==> src/design/ivpm_defs.vh <==
// Constants for the interrupt vector and priority resolver
`ifndef IVPM_DEFS_VH
`define IVPM_DEFS_VH

// Source count and source index positions
`define IVPM_NSRC 29
// Pin sources: external requests 0-11 and the non-maskable pin on top
`define IVPM_NPIN 13
`define IVPM_IDX_NMI 0
`define IVPM_IDX_SLEEP 1
`define IVPM_IDX_EXT0 2
`define IVPM_IDX_WDT 14
`define IVPM_IDX_ADC 15
`define IVPM_IDX_T0 16
`define IVPM_IDX_T1 21
`define IVPM_IDX_T2 25

// Vector numbers
`define IVPM_VEC_NMI 8'h07
`define IVPM_VEC_SLEEP 8'h12
`define IVPM_VEC_EXT0 8'h40
`define IVPM_VEC_WDT 8'h51
`define IVPM_VEC_ADC 8'h56
`define IVPM_VEC_T0 8'h58
`define IVPM_VEC_T1 8'h5D
`define IVPM_VEC_T2 8'h61

// Mode that enables programmed levels
`define IVPM_MODE_PRIO 2'h2
// Level above any programmable 3-bit level
`define IVPM_LVL_TOP 4'h8

// Register byte addresses (word index times four)
`define IVPM_ADDR_PRIO0 8'h00
`define IVPM_ADDR_PRIO1 8'h04
`define IVPM_ADDR_PRIO2 8'h08
`define IVPM_ADDR_PRIO3 8'h0C
`define IVPM_ADDR_PRIO4 8'h10
`define IVPM_ADDR_PRIO5 8'h14
`define IVPM_ADDR_PRIO6 8'h18
`define IVPM_ADDR_CTRL 8'h1C
`define IVPM_ADDR_PEND 8'h20
`define IVPM_ADDR_RESULT 8'h24

// Priority register reset value and field positions
`define IVPM_PRIO_RST 16'h7777
`define IVPM_FLD_HI 12
`define IVPM_FLD_MH 8
`define IVPM_FLD_ML 4
`define IVPM_FLD_LO 0

// Control register fields
`define IVPM_CTRL_MODE_LSB 0
`define IVPM_CTRL_RST 32'h00000000
`define IVPM_MODE_RST 2'h0

// Pending register error bits, write 1 to clear
`define IVPM_PEND_DTE_ERR 31
`define IVPM_PEND_BME_ERR 30

// Bus response codes
`define IVPM_RESP_OK 2'h0
`define IVPM_RESP_ERR 2'h2

`endif

==> src/design/ivpm_arbiter.v <==
// Combinational priority arbiter over all sources
`timescale 1ns/10ps
`include "ivpm_defs.vh"

module ivpm_arbiter #(
    parameter NSRC = `IVPM_NSRC
) (
    // Requests and their effective levels, four bits per source
    input wire [NSRC-1:0] req,
    input wire [4*NSRC-1:0] lvl,
    // Winner
    output reg any,
    output reg [4:0] win
);

// -----------------------------------------------------------------
// Selection
// -----------------------------------------------------------------
integer i;
reg [3:0] best;

// Walk from highest index down so ties go to the lower vector
always @* begin
    any = 1'b0;
    win = 5'h00;
    best = 4'h0;
    for (i = NSRC - 1; i >= 0; i = i - 1) begin
        if (req[i] && (!any || lvl[4*i +: 4] >= best)) begin
            any = 1'b1;
            win = i[4:0];
            best = lvl[4*i +: 4];
        end
    end
end

endmodule // ivpm_arbiter

==> src/design/ivpm_top.v <==
// Interrupt vector, offset and priority resolver with Avalon-MM registers
// How it works
// - By default the smaller vector number wins arbitration.
// - Programmed levels reorder sources only in control mode 2.
// - Equal programmed levels fall back to the default vector order.
// - Pin non-maskable request: vector 7, offset 1C, top rank, no engines.
// - Sleep request: vector 18, offset 48, no level field, no engines.
// - External request 0: vector 64, level register 0 bits 14:12, transfer engine only.
// - External requests 1-11: vectors 65-75, successive 3-bit fields, transfer engine only.
// - Reserved vectors 76-80, 82-85, 87 are never issued.
// - Watchdog overflow: vector 81, register 4 bits 10:8, no engines.
// - Conversion end: vector 86, register 5 bits 10:8, both engines.
// - Timer 0: vectors 88-92, register 5 bits 6:4; A both, B-D transfer.
// - Timer 1: vectors 93-96, register 5 bits 2:0; A both, B transfer.
// - Timer 2: vectors 97-100, register 6 bits 14:12; vector 100 ranks lowest among equal levels.
// - Non-maskable request ignores mode and masks, flags engine errors, stops block moves.
//
// Our own choices: the placing of the registers and register access over Avalon-MM.
`timescale 1ns/10ps
`include "ivpm_defs.vh"

module ivpm_top #(
    parameter NSRC = `IVPM_NSRC
) (
    // Clock and reset
    input wire clk,
    input wire sys_rst,
    // Avalon-MM slave
    input wire [7:0] avs_address,
    input wire avs_read,
    input wire avs_write,
    input wire [31:0] avs_writedata,
    input wire [3:0] avs_byteenable,
    output reg [31:0] avs_readdata,
    output wire avs_waitrequest,
    output reg [1:0] avs_response,
    // Sources from pins (asynchronous)
    input wire nmi_pin_request,
    input wire [11:0] external_request,
    // Sources from on-chip logic (same clock)
    input wire sleep_request,
    input wire watchdog_overflow_request,
    input wire conversion_end_request,
    input wire [4:0] timer0_request,
    input wire [3:0] timer1_request,
    input wire [3:0] timer2_request,
    // CPU mask: in mode 2, maskable requests at or below this level are held off
    input wire [2:0] cpu_mask_level,
    // Resolved request toward the CPU
    output reg irq_valid_q,
    output reg [7:0] irq_vector_q,
    output reg [9:0] irq_offset_q,
    output reg [3:0] irq_level_q,
    output reg data_transfer_engine_ok_q,
    output reg block_move_engine_ok_q,
    // Error effects of the non-maskable request
    output reg data_transfer_engine_error_q,
    output reg block_move_engine_error_q,
    output reg block_move_engine_stop_q
);

// -----------------------------------------------------------------
// Helper functions
// -----------------------------------------------------------------
// Vector number of a source index
function [7:0] vec_of;
    input [4:0] idx;
    reg [31:0] t;
    begin
        t = 32'h00000000;
        if (idx == `IVPM_IDX_NMI)
            t = `IVPM_VEC_NMI;
        else if (idx == `IVPM_IDX_SLEEP)
            t = `IVPM_VEC_SLEEP;
        else if (idx < `IVPM_IDX_WDT)
            t = `IVPM_VEC_EXT0 + idx - `IVPM_IDX_EXT0;
        else if (idx == `IVPM_IDX_WDT)
            t = `IVPM_VEC_WDT;
        else if (idx == `IVPM_IDX_ADC)
            t = `IVPM_VEC_ADC;
        else if (idx < `IVPM_IDX_T1)
            t = `IVPM_VEC_T0 + idx - `IVPM_IDX_T0;
        else if (idx < `IVPM_IDX_T2)
            t = `IVPM_VEC_T1 + idx - `IVPM_IDX_T1;
        else
            t = `IVPM_VEC_T2 + idx - `IVPM_IDX_T2;
        // Vectors stay below 128, so the low byte is the whole value
        vec_of = t[7:0];
    end
endfunction

// Pick a 3-bit field from a 16-bit priority register by slot 0..3
function [2:0] fld;
    input [15:0] r;
    input [1:0] slot;
    begin
        case (slot)
            2'h0: fld = r[`IVPM_FLD_HI +: 3];
            2'h1: fld = r[`IVPM_FLD_MH +: 3];
            2'h2: fld = r[`IVPM_FLD_ML +: 3];
            default: fld = r[`IVPM_FLD_LO +: 3];
        endcase
    end
endfunction

// -----------------------------------------------------------------
// Input synchronisers for pin sources
// -----------------------------------------------------------------
wire [`IVPM_NPIN-1:0] pin_raw = {nmi_pin_request, external_request};
wire [`IVPM_NPIN-1:0] pin_sync;
wire nmi_sync = pin_sync[`IVPM_NPIN-1];
reg nmi_prev_q;
genvar g;

// Two flops per pin before any logic looks at it
generate
    for (g = 0; g < `IVPM_NPIN; g = g + 1) begin : g_pin
        reg meta_q;
        reg sync_q;
        always @(posedge clk) begin
            if (sys_rst) begin
                meta_q <= 1'b0;
                sync_q <= 1'b0;
            end else begin
                meta_q <= pin_raw[g];
                sync_q <= meta_q;
            end
        end
        assign pin_sync[g] = sync_q;
    end
endgenerate

// Previous synchronised level; resets to the idle low pin so no false edge
always @(posedge clk) begin
    if (sys_rst)
        nmi_prev_q <= 1'b0;
    else
        nmi_prev_q <= nmi_sync;
end

// Rising edge of the synchronised non-maskable pin
wire nmi_edge = nmi_sync & ~nmi_prev_q;

// -----------------------------------------------------------------
// Registers
// -----------------------------------------------------------------
reg [15:0] prio_q [0:6];
reg [1:0] mode_q;
reg nmi_pend_q;
reg ack_q;
integer r;

wire [5:0] word_idx = avs_address[7:2];
wire bus_req = avs_read | avs_write;
// A write lands only at the edge where waitrequest is seen low
wire bus_wr = avs_write & ~avs_read & ack_q;
wire prio_sel = avs_address < `IVPM_ADDR_CTRL;
wire ctrl_sel = avs_address == `IVPM_ADDR_CTRL;
wire pend_sel = avs_address == `IVPM_ADDR_PEND;
wire res_sel = avs_address == `IVPM_ADDR_RESULT;

// Priority level registers, two byte lanes each
always @(posedge clk) begin
    if (sys_rst) begin
        for (r = 0; r < 7; r = r + 1)
            prio_q[r] <= `IVPM_PRIO_RST;
    end else if (bus_wr && prio_sel) begin
        if (avs_byteenable[0])
            prio_q[word_idx[2:0]][7:0] <= avs_writedata[7:0];
        if (avs_byteenable[1])
            prio_q[word_idx[2:0]][15:8] <= avs_writedata[15:8];
    end
end

// Interrupt control mode
always @(posedge clk) begin
    if (sys_rst)
        mode_q <= `IVPM_MODE_RST;
    else if (bus_wr && ctrl_sel && avs_byteenable[0])
        mode_q <= avs_writedata[`IVPM_CTRL_MODE_LSB +: 2];
end

// Sticky engine error flags; software writes 1 to clear, a same-cycle edge wins
always @(posedge clk) begin
    if (sys_rst) begin
        data_transfer_engine_error_q <= 1'b0;
        block_move_engine_error_q <= 1'b0;
    end else if (nmi_edge) begin
        data_transfer_engine_error_q <= 1'b1;
        block_move_engine_error_q <= 1'b1;
    end else if (bus_wr && pend_sel && avs_byteenable[3]) begin
        if (avs_writedata[`IVPM_PEND_DTE_ERR])
            data_transfer_engine_error_q <= 1'b0;
        if (avs_writedata[`IVPM_PEND_BME_ERR])
            block_move_engine_error_q <= 1'b0;
    end
end

// One-cycle stop pulse to every block move channel
always @(posedge clk) begin
    if (sys_rst)
        block_move_engine_stop_q <= 1'b0;
    else
        block_move_engine_stop_q <= nmi_edge;
end

// Latched non-maskable request, held until shown to the CPU; a new edge wins
always @(posedge clk) begin
    if (sys_rst)
        nmi_pend_q <= 1'b0;
    else if (nmi_edge)
        nmi_pend_q <= 1'b1;
    else if (irq_valid_q && irq_vector_q == `IVPM_VEC_NMI)
        nmi_pend_q <= 1'b0;
end

// -----------------------------------------------------------------
// Source vector, levels and engine permissions
// -----------------------------------------------------------------
wire [NSRC-1:0] req = {timer2_request, timer1_request, timer0_request, conversion_end_request,
                       watchdog_overflow_request, pin_sync[`IVPM_NPIN-2:0], sleep_request, nmi_pend_q};

// Transfer engine may be triggered: external, conversion end, timer A/B(/C/D)
wire [NSRC-1:0] dte_ok = {2'b00, 2'b11, 2'b00, 2'b11, 1'b0, 4'hF, 1'b1, 1'b0, 12'hFFF, 2'b00};
// Block move engine may be triggered: conversion end and each timer A
wire [NSRC-1:0] bme_ok = {3'b000, 1'b1, 3'b000, 1'b1, 4'h0, 1'b1, 1'b1, 1'b0, 12'h000, 2'b00};

reg [4*NSRC-1:0] lvl;
reg [NSRC-1:0] eligible;
integer s;

// Effective level per source; flat levels outside mode 2
always @* begin
    lvl = {4*NSRC{1'b0}};
    eligible = req;
    if (mode_q == `IVPM_MODE_PRIO) begin
        for (s = 0; s < 12; s = s + 1)
            lvl[4*(`IVPM_IDX_EXT0+s) +: 4] = {1'b0, fld(prio_q[s/4], s[1:0])};
        lvl[4*`IVPM_IDX_WDT +: 4] = {1'b0, fld(prio_q[4], 2'h1)};
        lvl[4*`IVPM_IDX_ADC +: 4] = {1'b0, fld(prio_q[5], 2'h1)};
        for (s = 0; s < 5; s = s + 1)
            lvl[4*(`IVPM_IDX_T0+s) +: 4] = {1'b0, fld(prio_q[5], 2'h2)};
        for (s = 0; s < 4; s = s + 1)
            lvl[4*(`IVPM_IDX_T1+s) +: 4] = {1'b0, fld(prio_q[5], 2'h3)};
        for (s = 0; s < 4; s = s + 1)
            lvl[4*(`IVPM_IDX_T2+s) +: 4] = {1'b0, fld(prio_q[6], 2'h0)};
        // Maskable sources at or below the CPU mask level wait
        for (s = `IVPM_IDX_EXT0; s < NSRC; s = s + 1)
            if (lvl[4*s +: 4] <= {1'b0, cpu_mask_level})
                eligible[s] = 1'b0;
    end
    // Non-maskable and sleep sources always rank above everything
    lvl[4*`IVPM_IDX_NMI +: 4] = `IVPM_LVL_TOP;
    lvl[4*`IVPM_IDX_SLEEP +: 4] = `IVPM_LVL_TOP;
end

wire any;
wire [4:0] win;

ivpm_arbiter #(
    .NSRC(NSRC)
) u_arb (
    .req(eligible),
    .lvl(lvl),
    .any(any),
    .win(win)
);

// -----------------------------------------------------------------
// Registered result toward the CPU
// -----------------------------------------------------------------
wire [7:0] win_vec = vec_of(win);

// Result is updated every cycle from the current winner
always @(posedge clk) begin
    if (sys_rst) begin
        irq_valid_q <= 1'b0;
        irq_vector_q <= 8'h00;
        irq_offset_q <= 10'h000;
        irq_level_q <= 4'h0;
        data_transfer_engine_ok_q <= 1'b0;
        block_move_engine_ok_q <= 1'b0;
    end else begin
        irq_valid_q <= any;
        irq_vector_q <= any ? win_vec : 8'h00;
        irq_offset_q <= any ? {win_vec, 2'b00} : 10'h000;
        irq_level_q <= any ? lvl[4*win +: 4] : 4'h0;
        data_transfer_engine_ok_q <= any & dte_ok[win];
        block_move_engine_ok_q <= any & bme_ok[win];
    end
end

// -----------------------------------------------------------------
// Bus read path
// -----------------------------------------------------------------
reg [31:0] rdata_d;
reg [1:0] resp_d;
reg hit_d;

// Read decode; unmapped addresses read zero with a slave error
always @* begin
    rdata_d = 32'h00000000;
    resp_d = `IVPM_RESP_OK;
    hit_d = 1'b1;
    if (prio_sel)
        rdata_d = {16'h0000, prio_q[word_idx[2:0]]};
    else if (ctrl_sel)
        rdata_d = {30'h00000000, mode_q};
    else if (pend_sel)
        rdata_d = {data_transfer_engine_error_q, block_move_engine_error_q, {(30-NSRC){1'b0}}, req};
    else if (res_sel)
        rdata_d = {8'h00, block_move_engine_ok_q, data_transfer_engine_ok_q,
                   irq_valid_q, irq_level_q[2:0], irq_offset_q, irq_vector_q};
    else
        hit_d = 1'b0;
    if (!hit_d)
        resp_d = `IVPM_RESP_ERR;
end

// Every access gets one wait state so that read data and response leave flops
assign avs_waitrequest = bus_req & ~ack_q;

// Capture the answer in the waited cycle; it stands while waitrequest is low
always @(posedge clk) begin
    if (sys_rst) begin
        ack_q <= 1'b0;
        avs_readdata <= 32'h00000000;
        avs_response <= `IVPM_RESP_OK;
    end else begin
        ack_q <= avs_waitrequest;
        if (avs_waitrequest) begin
            avs_readdata <= avs_read ? rdata_d : 32'h00000000;
            avs_response <= resp_d;
        end
    end
end

endmodule // ivpm_top
==> config.mk <==
export PLATFORM = sky130hd
export DESIGN_NAME = ivpm_top
export DESIGN_NICKNAME = d
export VERILOG_FILES = /design/src/design/ivpm_arbiter.v /design/src/design/ivpm_top.v
export VERILOG_INCLUDE_DIRS = /design/src /design/src/design
export SDC_FILE = /design/constraint.sdc
export NUM_CORES = 1
export LEC_CHECK = 0
export BUFFER_PORTS_ARGS = -buffer_cell sky130_fd_sc_hd__buf_2
export CORE_ASPECT_RATIO = 1.5
export CORE_UTILIZATION = 35
export DETAILED_ROUTE_END_ITERATION = 6
export HOLD_SLACK_MARGIN = 0.03
export PLACE_DENSITY = 0.53
export SKIP_CTS_REPAIR_TIMING = 1
export SYNTH_ARGS = -nofsm -noshare
export SYNTH_HDL_FRONTEND = slang
export SYNTH_HIERARCHICAL = 1
export SYNTH_SLANG_ARGS = --single-unit
==> constraint.sdc <==
create_clock -name clk -period 71.2 [get_ports clk]
set_input_delay 0 -clock clk [delete_from_list [all_inputs] [get_ports clk]]
set_output_delay 0 -clock clk [all_outputs]
set_load 0.01 [all_outputs]
-- Word-level counts from Yosys, hierarchy flattened
Memories as Yosys holds them, arrays and structs flattened.
Cells that the tools add are included.
- memories kept: 3
- input bits: 80
- output and inout bits: 63
- RAM bits: 112
- logic and storage cells: 393
- memory bits (read-only): 64
- register bits: 85
- bitwise gates (word level): 11
- $add $sub $neg: 8
- shift operators: 1
- reduce and logical (&&, ||, !) cells: 99
- magnitude comparators: 50
- equality and inequality tests: 8
- muxes and demuxes: 172
- memories (memory ; words ; bits a word ; rd ports ; clocked after memory_dff ; wr ports ; line ; source):
    prio_q ; 7 ; 16 ; 7 ; 0 ; 7 ; ivpm_top.v:147 ; reg [15:0] prio_q [0:6];
    (name not given) ; 32 ; 1 ; 1 ; 0 ; 0 ; ivpm_top.v:289 ; block_move_engine_ok_q <= any & bme_ok[win];
    (name not given) ; 32 ; 1 ; 1 ; 0 ; 0 ; ivpm_top.v:288 ; data_transfer_engine_ok_q <= any & dte_ok[win];
- operators with widths (cell ; number):
    2-to-1 mux 5 bit ; 29
    2-to-1 mux 32 bit ; 4
    indexed part select 116 x 8 -> 4 bit ; 1
    2-to-1 mux 4 bit ; 27
    2-to-1 mux 107 bit ; 1
    >= comparator 4 bit ; 25
    2-to-1 mux 1 bit ; 80
    2-to-1 mux 3 bit ; 19
    2-to-1 mux 8 bit ; 7
    <= comparator 3 bit ; 17
    logical AND 1 bit ; 34
    adder 7 x 5 -> 8 bit (first input constant) ; 4
    zero test 1 bit ; 28
    logical OR 1 bit ; 28
    2-to-1 mux 27 bit ; 1
    2-to-1 mux 24 bit ; 1
    subtractor 8 x 5 -> 8 bit (second input constant) ; 3
    equality test 8 x 6 -> 1 bit (second input constant) ; 2
    2-to-1 mux 16 bit ; 1
    OR reduction 16 bit ; 1
    equality test 5 x 4 -> 1 bit (second input constant) ; 2
    less-than comparator 5 bit (second input constant) ; 2
    equality test 8 x 3 -> 1 bit (second input constant) ; 1
    equality test 8 x 5 -> 1 bit (second input constant) ; 1
    16 further kinds ; 30

-- Depth between registers and ports, before layout
- depth after elaboration: 127
- depth in mapped cells: 247
- gate-level depth less buffers: 237

-- By module
Netlist, hierarchy kept.
- by module, submodules not included (module ; instances ; cells an instance ; seq. area each (µm²) ; area an instance (µm²)):
    ivpm_top ; 1 ; 1014 ; 5285.1 ; 11066.9
    ivpm_arbiter ; 1 ; 841 ; 0.0 ; 5836.8

-- Worst setup path after synthesis
Ideal clock, no wire load.
- path type: input port to flip-flop
- from: in cpu_mask_level[1]
- to: reg data_transfer_engine_ok_q
- slack: 28.576 ns
- required time: 71.078 ns
- cell stages on the path: 233
- data arrival time: 42.502 ns
- path buffers: 12
- library setup time: 0.122 ns
- cell sequence: inv_1 > ha_1 > nor2b_1 > o21ai_0 > nand2b_1 > a21oi_1 > nor2b_1 > buf_2 > and2_1 > ha_1 > nor2b_1 > o21a_1 > a211o_1 > a41oi_1 > ha_1 > nand2_1 > o21ai_0 > a22o_1 > [... 197 more ...] > nand2_1 > nand2_1 > o221a_1 > ha_1 > nand2b_1 > a21o_1 > a21o_1 > a21oi_1 > o21ai_0 > and2_1 > a221oi_1 > clkbuf_1 > buf_2 > inv_1 > ha_1 > maj3_1 > nor2_1 > nor3_1
- cells in the longest elaborated chain, start to end: 119
- elaborated cells between the ends (all ways): 246
- classes of those cells: order compare: 45; mux: 115; bitwise: 1; reduce/logical: 84; memory: 1
- ends and longest elaborated chain (element ; line ; source):
    from (decl) ; ivpm_top.v:48 ; input wire [2:0] cpu_mask_level,
    <= comparator 3 bit * ; ivpm_top.v:249 ; if (lvl[4*s +: 4] <= {1'b0, cpu_mask_level})
    2-to-1 mux 1 bit * ; ivpm_top.v:249 ;
    2-to-1 mux 27 bit * ; ivpm_top.v:236 ; if (mode_q == `IVPM_MODE_PRIO) begin
    via eligible[28] ; ivpm_top.v:229 ; reg [NSRC-1:0] eligible;
    2-to-1 mux 3 bit / 2-to-1 mux 1 bit (equally long branches) ; ivpm_arbiter.v:28 ; if (req[i] && (!any || lvl[4*i +: 4] >= best)) begin
    >= comparator 4 x 3 -> 1 bit / zero test 1 bit (equally long branches) ; ivpm_arbiter.v:28 ;
    logical OR 1 bit ; ivpm_arbiter.v:28 ;
    logical AND 1 bit ; ivpm_arbiter.v:28 ;
    [... 105 more ...] ; n/a ;
    >= comparator 4 bit / zero test 1 bit (equally long branches) ; ivpm_arbiter.v:28 ;
    logical OR 1 bit ; ivpm_arbiter.v:28 ;
    logical AND 1 bit ; ivpm_arbiter.v:28 ;
    2-to-1 mux 5 bit * ; ivpm_arbiter.v:28 ;
    via win[0] ; ivpm_top.v:258 ; wire [4:0] win;
    memory (32 x 1 bit) * ; n/a ;
    2-to-1 mux 1 bit (not written as such) * ; ivpm_top.v:288 ;
    bitwise AND 1 bit * ; ivpm_top.v:288 ;
    to (signal assigned) ; ivpm_top.v:288 ;
    to (decl) ; ivpm_top.v:54 ; output reg data_transfer_engine_ok_q,
Mark *: on every way through the listed nets, which the timed path passes. The rest lies on a longest branch. The select of a mux whose other input is x is not followed.
A chain may end at the register's enable or synchronous reset.

==> key figures <==
GRT
  – GRT Util Overall: 22.86%
  – Vias in the first global route: 14475
  – GRT overflow: 0
  – Initial antenna violation count: 2
  – Largest net degree at the start of global routing: 64
  – First-pass GRT wire length: 85770 um

Logic synthesis
  – FFs w/ async S/R, synth: 0%
  – #FFs+latches synth: 208
  – Yosys warns: 6
  – Synth Cell Area: 16900 sq um
  – Primary FF master, synth: edfxtp_1
  – Cell taking the most area after synthesis: edfxtp_1
  – Synth top area cells: edfxtp_1, dfxtp_1, ha_1
  – Syn_area_per_cell: 9.113 sq um
  – Most frequent cell after synthesis: nor2_1
  – EDFF count, synth: 112
  – Seq/Total Area, Yosys: 31.27%
  – Post-synth top area share: 19.90%
  – Synth unique cells: 110
  – Post-Synthesis Cells: 1855
  – Synth cell count leaders: nor2_1, ha_1, inv_1

Clocking
  – Clk slew on worst S/H paths: 70 ps
  – CTS tree: done
  – H-Tree Depth: 1
  – TritonCTS buffer count: 20
  – Sink Count: 208
  – Worst-skew pair later-pin latency: 520 ps
  – Max Root-Sink Buffers: 3
  – Root buffer selected by CTS: clkbuf_16

Routing
  – Number of remaining DRC errors: 0
  – Pre-antenna DRT Iters: 5
  – Final ANT Viol Nets: 0
  – Routed WL: 57350 um
  – Via count: 14855
  – WL/cell: 21.28 um
  – Starting DRT DRC Count: 1063
  – Vias/cell: 5.512

Die
  – Starting density of the core: 35.44%
  – Die ar.: 49200 sq um
  – IO Count: 143
  – Die boundary width: 181.4 um
  – Cell Rows: 98
  – Core area: 47700 sq um
  – Die Ht: 271.2 um

Power
  – Tot Pwr: 936.0 uW
  – Internal: 467.2 uW
  – Sw power: 468.8 uW
  – PD cells: 48.06 nW/um^2
  – Leak pwr: 0.007769 uW
  – Worst vdd ir: 0.02876 mV
  – Sw frac: 50.08%
  – Clock share of power: 10.9%
  – Reg power frac: 14.7%
  – Comb power frac: 74.4%

Timing
  – Endpoints failing hold: 0
  – Period utilisation layout: 73.95%
  – RSZ-0062 raised after global routing: no
  – Skew final: 32.48 ps
  – Setup TNS: 0 ps
  – WHS: 25.46 ps
  – Max Slew Vio Count: 0
  – Tmin final: 52650 ps
  – Setup-failing EPs final: 0
  – Worst slew pin tran: 1016 ps
  – FMAX: 18.99 MHz
  – Relative slew slack: 32.28%

Layout
  – # fillers: 4732
  – Layout cells sized above 1: 17.09%
  – Non-filler cells, final: 2695
  – Ant diodes: 0
  – Layout Nets: 2314
  – Area Growth Syn to Fin: 15.21%

Setup path
  – WS Path Type: flop to flop
  – End of the critical path: irq_offset_q[3]$_SDFF_PP0_
  – Critical-path maximum fanout: 16
  – Crit-path slowest cell: nor4b_1
  – Worst EP required: 71630 ps
  – R2r setup slk: 18550 ps
  – Reg2reg start: prio_q[6][13]$_SDFFE_PP1P_
  – R2R Path End: irq_offset_q[3]$_SDFF_PP0_
  – R2R depth: 224
  – Crit path from: prio_q[6][13]$_SDFFE_PP1P_
  – Arrival @ worst endpoint: 53080 ps
  – Worst path max stage delay: 770 ps
  – CP most frequent cell: ha_1
  – Crit path launch type: flop
  – Crit. End Element: flop

Min path
  – Worst hold stages: 4
  – HP Class: primary input to flop

Place
  – Final HPWL from detailed placement: 44920 um
  – IO Port Bufs: 121
  – Global placement routability congestion: 0.8781
  – Placed Cells: 2606

Flow run
  – Max_cap viols: 0

Outcome
  – Status: finished clean
==> worst min-delay path by stage <==
stage / start / end
after global placement: nmi_pin_request / g_pin[12].meta_q$_SDFF_PP0_
after global routing: avs_address[5] / avs_readdata[1]$_SDFFE_PP0P_
after detailed placement: external_request[0] / g_pin[0].meta_q$_SDFF_PP0_
after floorplan: external_request[0] / g_pin[0].meta_q$_SDFF_PP0_
final: avs_address[5] / avs_readdata[1]$_SDFFE_PP0P_
after CTS: nmi_pin_request / g_pin[12].meta_q$_SDFF_PP0_
==> placed cells by master, fill, tap and decap left out, drive strengths merged, types with 8 or more instances in the layout <==
cell | netlist | final
edfxtp | 112 | 112
a21oi | 103 | 103
a31oi | 40 | 40
o211a | 10 | 10
nor2 | 162 | 162
nor3 | 35 | 35
and2 | 56 | 56
nand2 | 118 | 118
clkinv | 1 | 9
ha | 153 | 153
o21a | 33 | 33
o221ai | 8 | 8
nor4 | 10 | 10
o21ai | 92 | 92
or2 | 60 | 60
a211oi | 12 | 12
mux2i | 33 | 33
dlygate4sd3 | 0 | 53
and3 | 9 | 9
buf | 49 | 137
clkbuf | 33 | 28
mux2 | 31 | 31
nand4 | 9 | 9
or3 | 19 | 19
nand2b | 54 | 54
o31ai | 15 | 15
a22oi | 31 | 31
conb | 2 | 98
nand3 | 51 | 51
o21bai | 8 | 8
mux4 | 40 | 40
o211ai | 13 | 13
a21o | 34 | 34
nor2b | 68 | 68
dfxtp | 96 | 96
inv | 122 | 122
==> worst max-delay path: cells and delay by family (launching register included) <==
family / cells / cell delay (ps)
flip-flops: 1 / 460
AND/OR/NAND/NOR: 78 / 13940
AO/OA/AOI/OAI: 100 / 25230
buffers and inverters: 7 / 1290
adder cells (fa/ha/maj): 30 / 8200
multiplexers: 9 / 3350
==> per-stage QoR <==
stage               utilization, %  area (sq um)  setup slack (ps)
floorplan                        -         17260             28580
detailed placement           38.43         18330             19180
finish                       40.83         19470             18550
CTS                          39.72         18940             18850
global route                 40.83         19470             14310
global placement             38.43         18330             19810
==> layer usage <==
metal	wire length, um	GRT usage [%]
met4	2585	10.19
met3	2174	1.905
met5	0	0
met2	30140	43.06
met1	22440	25.98
==> power groups by stage <==
| stage | combinational (uW) | clock, uW | sequential [uW] |
|---|---|---|---|
| 2_1_floorplan | 522 | 0 | 138 |
| 3_3_place_gp | 672 | 0 | 140 |
| 3_5_place_dp | 683 | 0 | 140 |
| 4_1_cts | 688 | 104 | 137 |
| 5_1_grt | 779 | 108 | 137 |
| 6_report | 697 | 102 | 137 |
==> state kept, by name, indices dropped and copies added, names as in the netlist, 2 cells and up <==
name          flops
g_pin.sync_q     13
mode_q            2
prio_q          128
irq_level_q       4
avs_readdata     31
irq_offset_q      7
g_pin.meta_q     13
==> logic make-up after synthesis <==
kind of cell               Yosys count  share of synthesized area, %
other                                2                       0.04443
AOI/OAI and AO/OA                  494                         20.86
and+or+nand+nor                    685                         21.64
adders and majority gates          157                         11.57
muxes                              104                         9.349
DFF                                208                         31.27
buffers and inverters              205                         5.270
==> layout make-up <==
type | instances | area, sq um | area share [%]
clock inverter | 8 | 53.80 | 0.2763
inverter | 123 | 461.7 | 2.371
sequential | 208 | 5285 | 27.14
timing repair buffer | 190 | 1259 | 6.463
multi-input combinational | 1538 | 11100 | 57.01
clock buffer | 28 | 561.8 | 2.885
tap | 600 | 750.7 | 3.855
Note: power is estimated with default switching activity, not from simulation.
